<file path="src/shared/prs_map.vh">
`ifndef PRS_MAP_VH
`define PRS_MAP_VH

// Register byte offsets on the AXI4-Lite slave.
`define PRS_OFS_CTRL      8'h00
`define PRS_OFS_PENDING   8'h04
`define PRS_OFS_COMPARE   8'h08
`define PRS_OFS_COUNT     8'h0C
`define PRS_OFS_STATUS    8'h10
`define PRS_OFS_CLKCFG    8'h14
`define PRS_OFS_SCRATCH   8'h18

// Field positions in the first control register.
`define PRS_CTRL_SOFT_RESET_BIT    0
`define PRS_CTRL_ENABLE   1
`define PRS_CTRL_KEEPRUN  6

// Field positions in the clock configuration register.
`define PRS_CFG_GEN_EN    0
`define PRS_CFG_CHAN_EN   1
`define PRS_CFG_ONREQ     2
`define PRS_CFG_RESET     32'h00000004

// Synchroniser channel numbers, also the bit positions of the pending register.
`define PRS_SYNC_SOFT_RESET_BIT    0
`define PRS_SYNC_ENABLE   1
`define PRS_SYNC_COMPARE  2
`define PRS_SYNC_COUNT    3
`define PRS_SYNC_NUM      4

// Status register bits.
`define PRS_ST_READY      0
`define PRS_ST_REQ        1
`define PRS_ST_RUNNING    2
`define PRS_ST_AVAIL      3

// Handshake timing: generic clock pulses to reach the core, then bus cycles back.
`define PRS_SYNC_GENERIC_CLOCK_UNIT     3'd6
`define PRS_SYNC_RET      2'd1

// Bus clock and source startup time.
`define PRS_CLK_MHZ       250
`define PRS_STARTUP_NS    100
`define PRS_GENERIC_CLOCK_UNIT_DIV      4

`define PRS_RESP_OKAY     2'b00
`define PRS_RESP_SLVERR   2'b10
`define PRS_ZERO32        32'h00000000

`endif

</file>
<file path="src/design/prs_sync_bridge.v">
// Added by the designer: the register offsets and the AXI4-Lite interface to the registers.
`timescale 1ns/1ps
`include "prs_map.vh"

//////////////////////////////////////////////////////////////////////////////////////////////////////
// Behaviour
// - A changed core count is carried to the bus copy without a pending bit.
// - Reading the count returns the last carried value and launches nothing.
// - Wake-up sets the count pending bit; reads return the pre-sleep value meanwhile.
// - Sync-ready status is high whenever every pending bit is zero.
// - Writing the enable bit starts its sync and sets its pending bit until done.
// - The enable bit reads back its written value at once.
// - Writing one to soft reset starts its sync, sets pending, reads one at once.
// - When the reset completes, soft reset and its pending bit clear together.
// - Writing zero to soft reset does nothing.
// - Sync delay lies between 5 core plus 2 bus and 6 core plus 3 bus periods.
// - Bus-side registers answer writes in two bus periods and reads in one, without synchronisation.
// - With the bus interface clock masked, reads give zero and writes are dropped.
// - An on-request source runs only while some request is active.
// - A request reaches the source only when peripheral, channel and generator are enabled.
// - Start delay is startup time plus one-two source plus one-two divided periods.
// - Stop delay is one-two divided periods plus one-two source periods.
// - With on-request cleared the source runs continuously.
// - In standby a request stays only if keep-running is set.
// - A write to a register still synchronising is dropped and answered with an error.
// - Each synchronised register has its own synchroniser and pending bit.
// - A register synchronised both ways shares one pending bit.
// - The handshake always runs, even with equal clocks.
module prs_sync_bridge #(
  parameter GENERIC_CLOCK_UNIT_DIV    = `PRS_GENERIC_CLOCK_UNIT_DIV,
  parameter STARTUP_NS  = `PRS_STARTUP_NS,
  parameter COUNT_W     = 16
) (
  input  wire        aclk,
  input  wire        aresetn,
  input  wire [7:0]  awaddr,
  input  wire        awvalid,
  output wire        awready,
  input  wire [31:0] wdata,
  input  wire [3:0]  wstrb,
  input  wire        wvalid,
  output wire        wready,
  output reg  [1:0]  bresp,
  output reg         bvalid,
  input  wire        bready,
  input  wire [7:0]  araddr,
  input  wire        arvalid,
  output wire        arready,
  output reg  [31:0] rdata,
  output reg  [1:0]  rresp,
  output reg         rvalid,
  input  wire        rready,
  input  wire        bus_clk_unmasked,
  input  wire        standby,
  input  wire        wake_pulse,
  output wire        clock_request,
  output wire        source_running,
  output wire        clock_available
);

  localparam STARTUP_CYC = (STARTUP_NS * `PRS_CLK_MHZ + 999) / 1000;
  localparam SRC_OFF     = 3'd0;
  localparam SRC_START   = 3'd1;
  localparam SRC_ALIGN   = 3'd2;
  localparam SRC_RUN     = 3'd3;
  localparam SRC_HALT    = 3'd4;
  localparam SRC_LAST    = 3'd5;

  function [31:0] merge;
    input [31:0] old;
    input [31:0] data;
    input [3:0]  strb;
    integer k;
    begin
      for (k = 0; k < 4; k = k + 1)
        merge[k*8 +: 8] = strb[k] ? data[k*8 +: 8] : old[k*8 +: 8];
    end
  endfunction

  //////////////////////////////////////////////////////////////////////////////////////////////////////
  // Generic clock enable divider; the core domain advances only on generic_clock_unit_en.

  reg  [7:0]  gdiv;
  wire        generic_clock_unit_en = (gdiv == 8'h00);

  always @(posedge aclk)
  begin
    if (!aresetn)
      gdiv <= 8'h00;
    else if (gdiv == GENERIC_CLOCK_UNIT_DIV[7:0] - 8'h01)
      gdiv <= 8'h00;
    else
      gdiv <= gdiv + 8'h01;
  end

  //////////////////////////////////////////////////////////////////////////////////////////////////////
  // Bus-domain registers and AXI4-Lite slave.

  reg                ctl_soft_reset_bit;
  reg                ctl_enable;
  reg                ctl_keeprun;
  reg  [15:0]        compare_bus;
  reg  [COUNT_W-1:0] count_bus;
  reg  [31:0]        clkcfg;
  reg  [31:0]        scratch;
  reg                pend_count;
  reg                wake_launched;
  reg                count_dirty;
  reg                aw_full;
  reg                w_full;
  reg  [7:0]         aw_addr;
  reg  [31:0]        w_data;
  reg  [3:0]         w_strb;

  reg  [`PRS_SYNC_NUM-1:0] busy;
  reg  [2:0]               scnt [0:`PRS_SYNC_NUM-1];
  reg  [1:0]               sret [0:`PRS_SYNC_NUM-1];
  reg  [`PRS_SYNC_NUM-1:0] start;
  reg  [`PRS_SYNC_NUM-1:0] apply;
  reg  [`PRS_SYNC_NUM-1:0] done;

  wire [31:0] ctrl_word = {25'h0000000, ctl_keeprun, 4'h0, ctl_enable, ctl_soft_reset_bit};
  wire [31:0] pending   = {28'h0000000, pend_count, busy[`PRS_SYNC_COMPARE:0]};
  wire        sync_ready = (pending == `PRS_ZERO32);
  wire        wr_go     = aw_full && w_full && !bvalid;
  wire [31:0] wr_ctrl   = merge(ctrl_word, w_data, w_strb);
  wire [31:0] wr_cmp    = merge({16'h0000, compare_bus}, w_data, w_strb);
  wire        ctrl_busy = busy[`PRS_SYNC_SOFT_RESET_BIT] || busy[`PRS_SYNC_ENABLE];
  wire        rd_go     = arvalid && !rvalid;

  assign awready = !aw_full;
  assign wready  = !w_full;
  assign arready = !rvalid;

  reg [31:0] rd_word;
  reg        rd_bad;
  always @*
  begin
    rd_bad = 1'b0;
    case (araddr)
      `PRS_OFS_CTRL:    rd_word = ctrl_word;
      `PRS_OFS_PENDING: rd_word = pending;
      `PRS_OFS_COMPARE: rd_word = {16'h0000, compare_bus};
      `PRS_OFS_COUNT:   rd_word = {{(32-COUNT_W){1'b0}}, count_bus};
      `PRS_OFS_STATUS:  rd_word = {28'h0000000, clock_available, source_running, clock_request, sync_ready};
      `PRS_OFS_CLKCFG:  rd_word = clkcfg;
      `PRS_OFS_SCRATCH: rd_word = scratch;
      default:
      begin
        rd_word = `PRS_ZERO32;
        rd_bad  = 1'b1;
      end
    endcase
  end

  // Write decode: raises sync starts and decides the response.
  reg       wr_err;
  reg       wr_bad;
  always @*
  begin
    start  = {`PRS_SYNC_NUM{1'b0}};
    wr_err = 1'b0;
    wr_bad = 1'b0;
    if (wr_go && bus_clk_unmasked)
    begin
      case (aw_addr)
        `PRS_OFS_CTRL:
        begin
          if (ctrl_busy)
            wr_err = 1'b1;
          else if (w_strb[0])
          begin
            start[`PRS_SYNC_SOFT_RESET_BIT]  = wr_ctrl[`PRS_CTRL_SOFT_RESET_BIT];
            start[`PRS_SYNC_ENABLE] = 1'b1;
          end
        end
        `PRS_OFS_COMPARE:
        begin
          if (busy[`PRS_SYNC_COMPARE])
            wr_err = 1'b1;
          else if (w_strb[1:0] != 2'b00)
            start[`PRS_SYNC_COMPARE] = 1'b1;
        end
        `PRS_OFS_CLKCFG:  wr_bad = 1'b0;
        `PRS_OFS_SCRATCH: wr_bad = 1'b0;
        default:          wr_bad = 1'b1;
      endcase
    end
    start[`PRS_SYNC_COUNT] = count_dirty && !busy[`PRS_SYNC_COUNT];
  end

  always @(posedge aclk)
  begin
    if (!aresetn)
    begin
      aw_full <= 1'b0;
      w_full  <= 1'b0;
      aw_addr <= 8'h00;
      w_data  <= `PRS_ZERO32;
      w_strb  <= 4'h0;
      bvalid  <= 1'b0;
      bresp   <= `PRS_RESP_OKAY;
      rvalid  <= 1'b0;
      rresp   <= `PRS_RESP_OKAY;
      rdata   <= `PRS_ZERO32;
    end
    else
    begin
      if (awvalid && !aw_full)
      begin
        aw_full <= 1'b1;
        aw_addr <= awaddr;
      end
      if (wvalid && !w_full)
      begin
        w_full <= 1'b1;
        w_data <= wdata;
        w_strb <= wstrb;
      end
      if (wr_go)
      begin
        aw_full <= 1'b0;
        w_full  <= 1'b0;
        bvalid  <= 1'b1;
        bresp   <= (wr_err || wr_bad) ? `PRS_RESP_SLVERR : `PRS_RESP_OKAY;
      end
      else if (bvalid && bready)
        bvalid <= 1'b0;
      if (rd_go)
      begin
        rvalid <= 1'b1;
        rdata  <= bus_clk_unmasked ? rd_word : `PRS_ZERO32;
        rresp  <= (rd_bad && bus_clk_unmasked) ? `PRS_RESP_SLVERR : `PRS_RESP_OKAY;
      end
      else if (rvalid && rready)
        rvalid <= 1'b0;
    end
  end

  //////////////////////////////////////////////////////////////////////////////////////////////////////
  // One synchroniser per channel (soft reset, enable, compare, count): six generic clock pulses out, then bus cycles back.

  integer i;
  integer j;
  always @*
  begin
    for (i = 0; i < `PRS_SYNC_NUM; i = i + 1)
    begin
      apply[i] = busy[i] && generic_clock_unit_en && (scnt[i] == `PRS_SYNC_GENERIC_CLOCK_UNIT - 3'd1);
      done[i]  = busy[i] && (scnt[i] == `PRS_SYNC_GENERIC_CLOCK_UNIT) && (sret[i] == `PRS_SYNC_RET);
    end
  end

  always @(posedge aclk)
  begin
    for (j = 0; j < `PRS_SYNC_NUM; j = j + 1)
    begin
      if (!aresetn)
      begin
        busy[j] <= 1'b0;
        scnt[j] <= 3'd0;
        sret[j] <= 2'd0;
      end
      else if (start[j])
      begin
        busy[j] <= 1'b1;
        scnt[j] <= 3'd0;
        sret[j] <= 2'd0;
      end
      else if (done[j])
        busy[j] <= 1'b0;
      else if (busy[j] && scnt[j] != `PRS_SYNC_GENERIC_CLOCK_UNIT)
      begin
        if (generic_clock_unit_en)
          scnt[j] <= scnt[j] + 3'd1;
      end
      else if (busy[j])
        sret[j] <= sret[j] + 2'd1;
    end
  end

  //////////////////////////////////////////////////////////////////////////////////////////////////////
  // Core domain: enable, compare and a counter that clears on a compare match, all stepped by generic_clock_unit_en.

  reg                core_enable;
  reg  [15:0]        core_compare;
  reg  [COUNT_W-1:0] core_count;
  reg  [COUNT_W-1:0] count_snap;
  wire               core_reset = apply[`PRS_SYNC_SOFT_RESET_BIT];

  always @(posedge aclk)
  begin
    if (!aresetn || core_reset)
    begin
      core_enable  <= 1'b0;
      core_compare <= 16'h0000;
      core_count   <= {COUNT_W{1'b0}};
      count_snap   <= {COUNT_W{1'b0}};
    end
    else
    begin
      if (apply[`PRS_SYNC_ENABLE])
        core_enable <= ctl_enable;
      if (apply[`PRS_SYNC_COMPARE])
        core_compare <= compare_bus;
      if (apply[`PRS_SYNC_COUNT])
        count_snap <= core_count;
      if (generic_clock_unit_en && core_enable && clock_available)
      begin
        if (core_compare != 16'h0000 && core_count[15:0] == core_compare)
          core_count <= {COUNT_W{1'b0}};
        else
          core_count <= core_count + {{(COUNT_W-1){1'b0}}, 1'b1};
      end
    end
  end

  wire count_change = generic_clock_unit_en && core_enable && clock_available;

  //////////////////////////////////////////////////////////////////////////////////////////////////////
  // Bus-side register updates.

  always @(posedge aclk)
  begin
    if (!aresetn)
    begin
      ctl_soft_reset_bit     <= 1'b0;
      ctl_enable    <= 1'b0;
      ctl_keeprun   <= 1'b0;
      compare_bus   <= 16'h0000;
      count_bus     <= {COUNT_W{1'b0}};
      clkcfg        <= `PRS_CFG_RESET;
      scratch       <= `PRS_ZERO32;
      pend_count    <= 1'b0;
      wake_launched <= 1'b0;
      count_dirty   <= 1'b0;
    end
    else if (done[`PRS_SYNC_SOFT_RESET_BIT])
    begin
      ctl_soft_reset_bit     <= 1'b0;
      ctl_enable    <= 1'b0;
      ctl_keeprun   <= 1'b0;
      compare_bus   <= 16'h0000;
      count_bus     <= {COUNT_W{1'b0}};
      scratch       <= `PRS_ZERO32;
      pend_count    <= wake_pulse;
      wake_launched <= 1'b0;
      count_dirty   <= wake_pulse;
    end
    else
    begin
      if (start[`PRS_SYNC_SOFT_RESET_BIT])
        ctl_soft_reset_bit <= 1'b1;
      if (start[`PRS_SYNC_ENABLE])
      begin
        ctl_enable  <= wr_ctrl[`PRS_CTRL_ENABLE];
        ctl_keeprun <= wr_ctrl[`PRS_CTRL_KEEPRUN];
      end
      if (start[`PRS_SYNC_COMPARE])
        compare_bus <= wr_cmp[15:0];
      if (wr_go && bus_clk_unmasked && aw_addr == `PRS_OFS_CLKCFG)
        clkcfg <= merge(clkcfg, w_data, w_strb) & {29'h0, 3'h7};
      if (wr_go && bus_clk_unmasked && aw_addr == `PRS_OFS_SCRATCH)
        scratch <= merge(scratch, w_data, w_strb);
      // A change or wake in the launch cycle re-arms the flag, so no update is lost.
      if (count_change || wake_pulse)
        count_dirty <= 1'b1;
      else if (start[`PRS_SYNC_COUNT])
        count_dirty <= 1'b0;
      if (start[`PRS_SYNC_COUNT])
        wake_launched <= pend_count;
      if (done[`PRS_SYNC_COUNT])
        count_bus <= count_snap;
      if (wake_pulse)
        pend_count <= 1'b1;
      else if (done[`PRS_SYNC_COUNT] && wake_launched)
        pend_count <= 1'b0;
    end
  end

  //////////////////////////////////////////////////////////////////////////////////////////////////////
  // On-request clock path from the peripheral through the generic clock unit to the source.

  reg  [2:0]  src_state;
  reg  [15:0] src_cnt;
  wire        periph_req = core_enable && (!standby || ctl_keeprun);
  wire        src_req    = periph_req && clkcfg[`PRS_CFG_GEN_EN] && clkcfg[`PRS_CFG_CHAN_EN];
  wire        src_on     = src_req || !clkcfg[`PRS_CFG_ONREQ];

  assign clock_request   = src_req;
  assign source_running  = (src_state != SRC_OFF);
  assign clock_available = (src_state == SRC_RUN) || (src_state == SRC_HALT) || (src_state == SRC_LAST);

  always @(posedge aclk)
  begin
    if (!aresetn)
    begin
      src_state <= SRC_OFF;
      src_cnt   <= 16'h0000;
    end
    else
    begin
      case (src_state)
        SRC_OFF:
        begin
          src_cnt <= 16'h0000;
          if (src_on)
            src_state <= SRC_START;
        end
        SRC_START:
        begin
          src_cnt <= src_cnt + 16'h0001;
          if (src_cnt == STARTUP_CYC[15:0])
            src_state <= SRC_ALIGN;
        end
        SRC_ALIGN:
        begin
          if (generic_clock_unit_en)
            src_state <= SRC_RUN;
        end
        SRC_RUN:
        begin
          if (!src_on)
            src_state <= SRC_HALT;
        end
        SRC_HALT:
        begin
          if (src_on)
            src_state <= SRC_RUN;
          else if (generic_clock_unit_en)
            src_state <= SRC_LAST;
        end
        SRC_LAST:
        begin
          src_state <= src_on ? SRC_RUN : SRC_OFF;
        end
        default:
          src_state <= SRC_OFF;
      endcase
    end
  end

endmodule

</file>
<file path="config.mk">
export PLATFORM = sky130hd
export DESIGN_NAME = prs_sync_bridge
export DESIGN_NICKNAME = d
export VERILOG_FILES = /design/src/design/prs_sync_bridge.v
export VERILOG_INCLUDE_DIRS = /design/src /design/src/shared
export SDC_FILE = /design/constraint.sdc
export NUM_CORES = 1
export LEC_CHECK = 0
export ABC_AREA = 0
export BUFFER_PORTS_ARGS = -buffer_cell sky130_fd_sc_hd__clkbuf_2
export CORE_MARGIN = 2
export CORE_UTILIZATION = 48
export CTS_CLUSTER_SIZE = 40
export DETAILED_ROUTE_END_ITERATION = 16
export PLACE_DENSITY_LB_ADDON = 0.15
export SLEW_MARGIN = 20
export SYNTH_ARGS = -nofsm -noshare
export SYNTH_HDL_FRONTEND = slang
export SYNTH_SLANG_ARGS = --single-unit
export TNS_END_PERCENT = 30
</file>
<file path="constraint.sdc">
create_clock -name aclk -period 3.2 [get_ports aclk]
set_clock_uncertainty 0.1 [all_clocks]
set_input_delay 0.16 -clock aclk [delete_from_list [all_inputs] [get_ports aclk]]
set_output_delay 0.16 -clock aclk [all_outputs]
set_load 0.1 [all_outputs]
</file>
==> out/metrics.csv <==
metric,value,unit
outcome,"finished, final reports clean",
Crit path largest cell delay,0.59,ns
Total Routing Usage GR,22.1,%
"Avg Cell Area, Syn",8.86,µm²
post-DP HPWL,17900,µm
cell area power density,545,nW/µm²
Starting Density,49.2,%
Critical Path Slowest Stage Cell,dfxtp_1,
final hold violations,0,
synthesized flop and latch total,255,
"Distinct cells, synth",63,
Max IR drop VDD,0.000409,V
initial antenna violation count,0,
DR vias/cell,5.37,
number of diodes,0,
cell area after synthesis,10800,µm²
via count,8902,
Worst Path Arrival,2.17,ns
max cap viols,0,
Post-CTS Setup Bufs,0,
dominant cell by count in the synthesized netlist,dfxtp_1,
Core ar.,22000,µm²
total routed wirelength,26400,µm
synth top area cells,"dfxtp_1 44%, nand2_1 7.9%, mux2i_1 6.5%, edfxtp_1 5.6%, nor2_1 5.6%",
CTS Hold Buffers Added,52,
critical-path cell list,or3_1 > clkbuf_2,
FMAX,0.412,GHz
Post-synth EDFFs,20,
Worst Hold Class,in2reg,
Post-synth top cells,"235 x dfxtp_1, 226 x nand2_1, 160 x nor2_1, 105 x a21oi_1, 70 x mux2i_1",
Nets,1440,
Crit path max-delay family,flip-flops,
GR Overflow Total,0,
largest net degree at the start of global routing,66,
CP Launch Type,register,
cell taking the most area after synthesis,dfxtp_1,
CTS tree,built,
port buffer count,103,
WP buf/inv,1,
Yosys warnings,0,
Leakage Power,5.36,nW
clk buf depth,3,
routed len/inst,15.9,µm
DR DRC count,0,
headroom to the max-slew limit,42.4,%
final setup violating endpoints,0,
share of flip-flops with an asynchronous set or reset,0,%
Post-synth top flop,dfxtp_1,
WS Path Type,reg2out,
vias in the first global route,8429,
first-pass GRT wire length,43600,µm
post-CTS sizing,0,
share of the synthesized area in the top cell type,43.6,%
Tot Pwr,7.13,mW
GP Congestion,0.808,
Crit Path Max Fanout,14,
post-synthesis sequential area ratio,49.1,%
H-tree depth,1,
Num CTS Buffers,27,
Clock transition at path regs,0.06,ns
TritonRoute pass-1 iters,5,
Final TNS setup,0,ns
"Slew Viols, Final",0,
Area Growth Syn to Fin,21.1,%
DIE WIDTH,154,µm
Root Driver,clkbuf_16,
row count,54,
1st-iter DRT viols,604,
die height,154,µm
Sink Count,255,
RSZ-0062 raised after global routing,no,
layout cells sized above 1,14.9,%
CP required,2.94,ns
Worst-Margin Slew,0.862,ns
io pins,106,
Final Cycle Share,75.9,%
CP endpoint kind,output pin,
latest clock arrival within the worst-skew pair,0.54,ns
cells after synthesis,1219,
antenna-violating nets left,0,
crit path time final,2.43,ns
total die area,23700,µm²
[layout make-up]
class | count | area (µm²)
inverter | 26 | 97.6
clock inverter | 16 | 218
tap | 280 | 350
clock buffer | 34 | 753
fill | 1888 | 8880
sequential | 255 | 5310
timing repair buffer | 174 | 1200
multi-input combinational | 873 | 5150
[worst register-to-register path, stage by stage (launching register included)]
cell,delay (ns)
dfxtp_1,0.35
inv_1,0.07
ha_1,0.13
nor3b_1,0.31
o2111ai_1,0.40
buf_4,0.32
nor4_1,0.35
xnor2_1,0.16
nor2_1,0.05
[power breakdown]
group	internal, mW	switching, mW
sequential	3.27	0.0553
clock	2.08	1.29
combinational	0.157	0.279
[per-stage QoR]
step	cells	hold slack, ns	utilization (%)	instance area, µm²	worst slack [ns]
6_report	1658	0.0127	59.6	13100	0.771
5_1_grt	1658	0.0284	59.6	13100	0.562
4_1_cts	1658	0.00783	59.6	13100	0.746
3_5_place_dp	1556	0.253	52.8	11600	0.833
3_3_place_gp	1556	0.246	52.8	11600	0.885
2_1_floorplan	1220	0.160	-	10800	0.396
[flip-flops by register name, summed over array words and instances, names as in the netlist, 3 cells and up]
name,flops
clkcfg,3
scratch,32
w_strb,4
aw_addr,8
count_snap,16
src_state,3
w_data,32
busy,4
core_compare,16
src_cnt,16
compare_bus,16
core_count,16
sret,8
gdiv,8
count_bus,16
scnt,12
rdata,32
[cell families after synthesis]
group           Yosys count  share of synthesized area, %
flops                   255                          49.1
xor+xnor                 37                          3.00
other cells               1                        0.0347
mux                      83                          8.05
simple gates            543                          23.3
buf+inv                  92                          3.31
fa+ha+maj                21                          2.43
compound gates          187                          10.7
[path summary, 6_finish.rpt]
path | from | endpoint | slack (ns) | cells past startpoint
worst max-delay path | src_state[0] | source_running | 0.77 | 2
worst min-delay path | aresetn | sret[1][0] | 0.01 | 2
worst max register to register | gdiv[0] | core_count[7] | 0.85 | 8
worst min register to register | rdata[2] | rdata[2] | 0.35 | 2
[cells in the final DEF, fill, tap and decap left out, types with 4 or more instances in the layout]
master           n
xnor2_1         23
a221o_1         11
nor3_1          27
nand4_1         20
nand3_4          6
o21ai_0         12
and3_1          10
dlygate4sd3_1   52
or2_2            6
edfxtp_1        20
bufinv_16        5
mux2_2          11
buf_4           17
nand3_1         25
nand2b_1         4
nor4_1          12
dfxtp_1        235
xor2_1          14
clkbuf_2       103
ha_1            21
a22oi_1         29
nor2_1         160
nand3b_1         5
clkinv_2         8
nor2b_1         11
or3_1            4
o211ai_1         6
nand2_1        225
mux2i_1         70
nor3b_1          7
a21oi_1        105
inv_1           25
clkbuf_16       28
[layer usage]
| layer | up-vias | GRT usage (%) | part of all wire (%) |
|---|---|---|---|
| li1 | 4483 | - | - |
| met1 | 4186 | 31.8 | 48 |
| met2 | 201 | 35.9 | 45 |
| met3 | 32 | 3.13 | 4.6 |
| met4 | 0 | 4.27 | 1.7 |
| met5 | - | 0 | 0 |
Power figures use the tool's default switching activity.
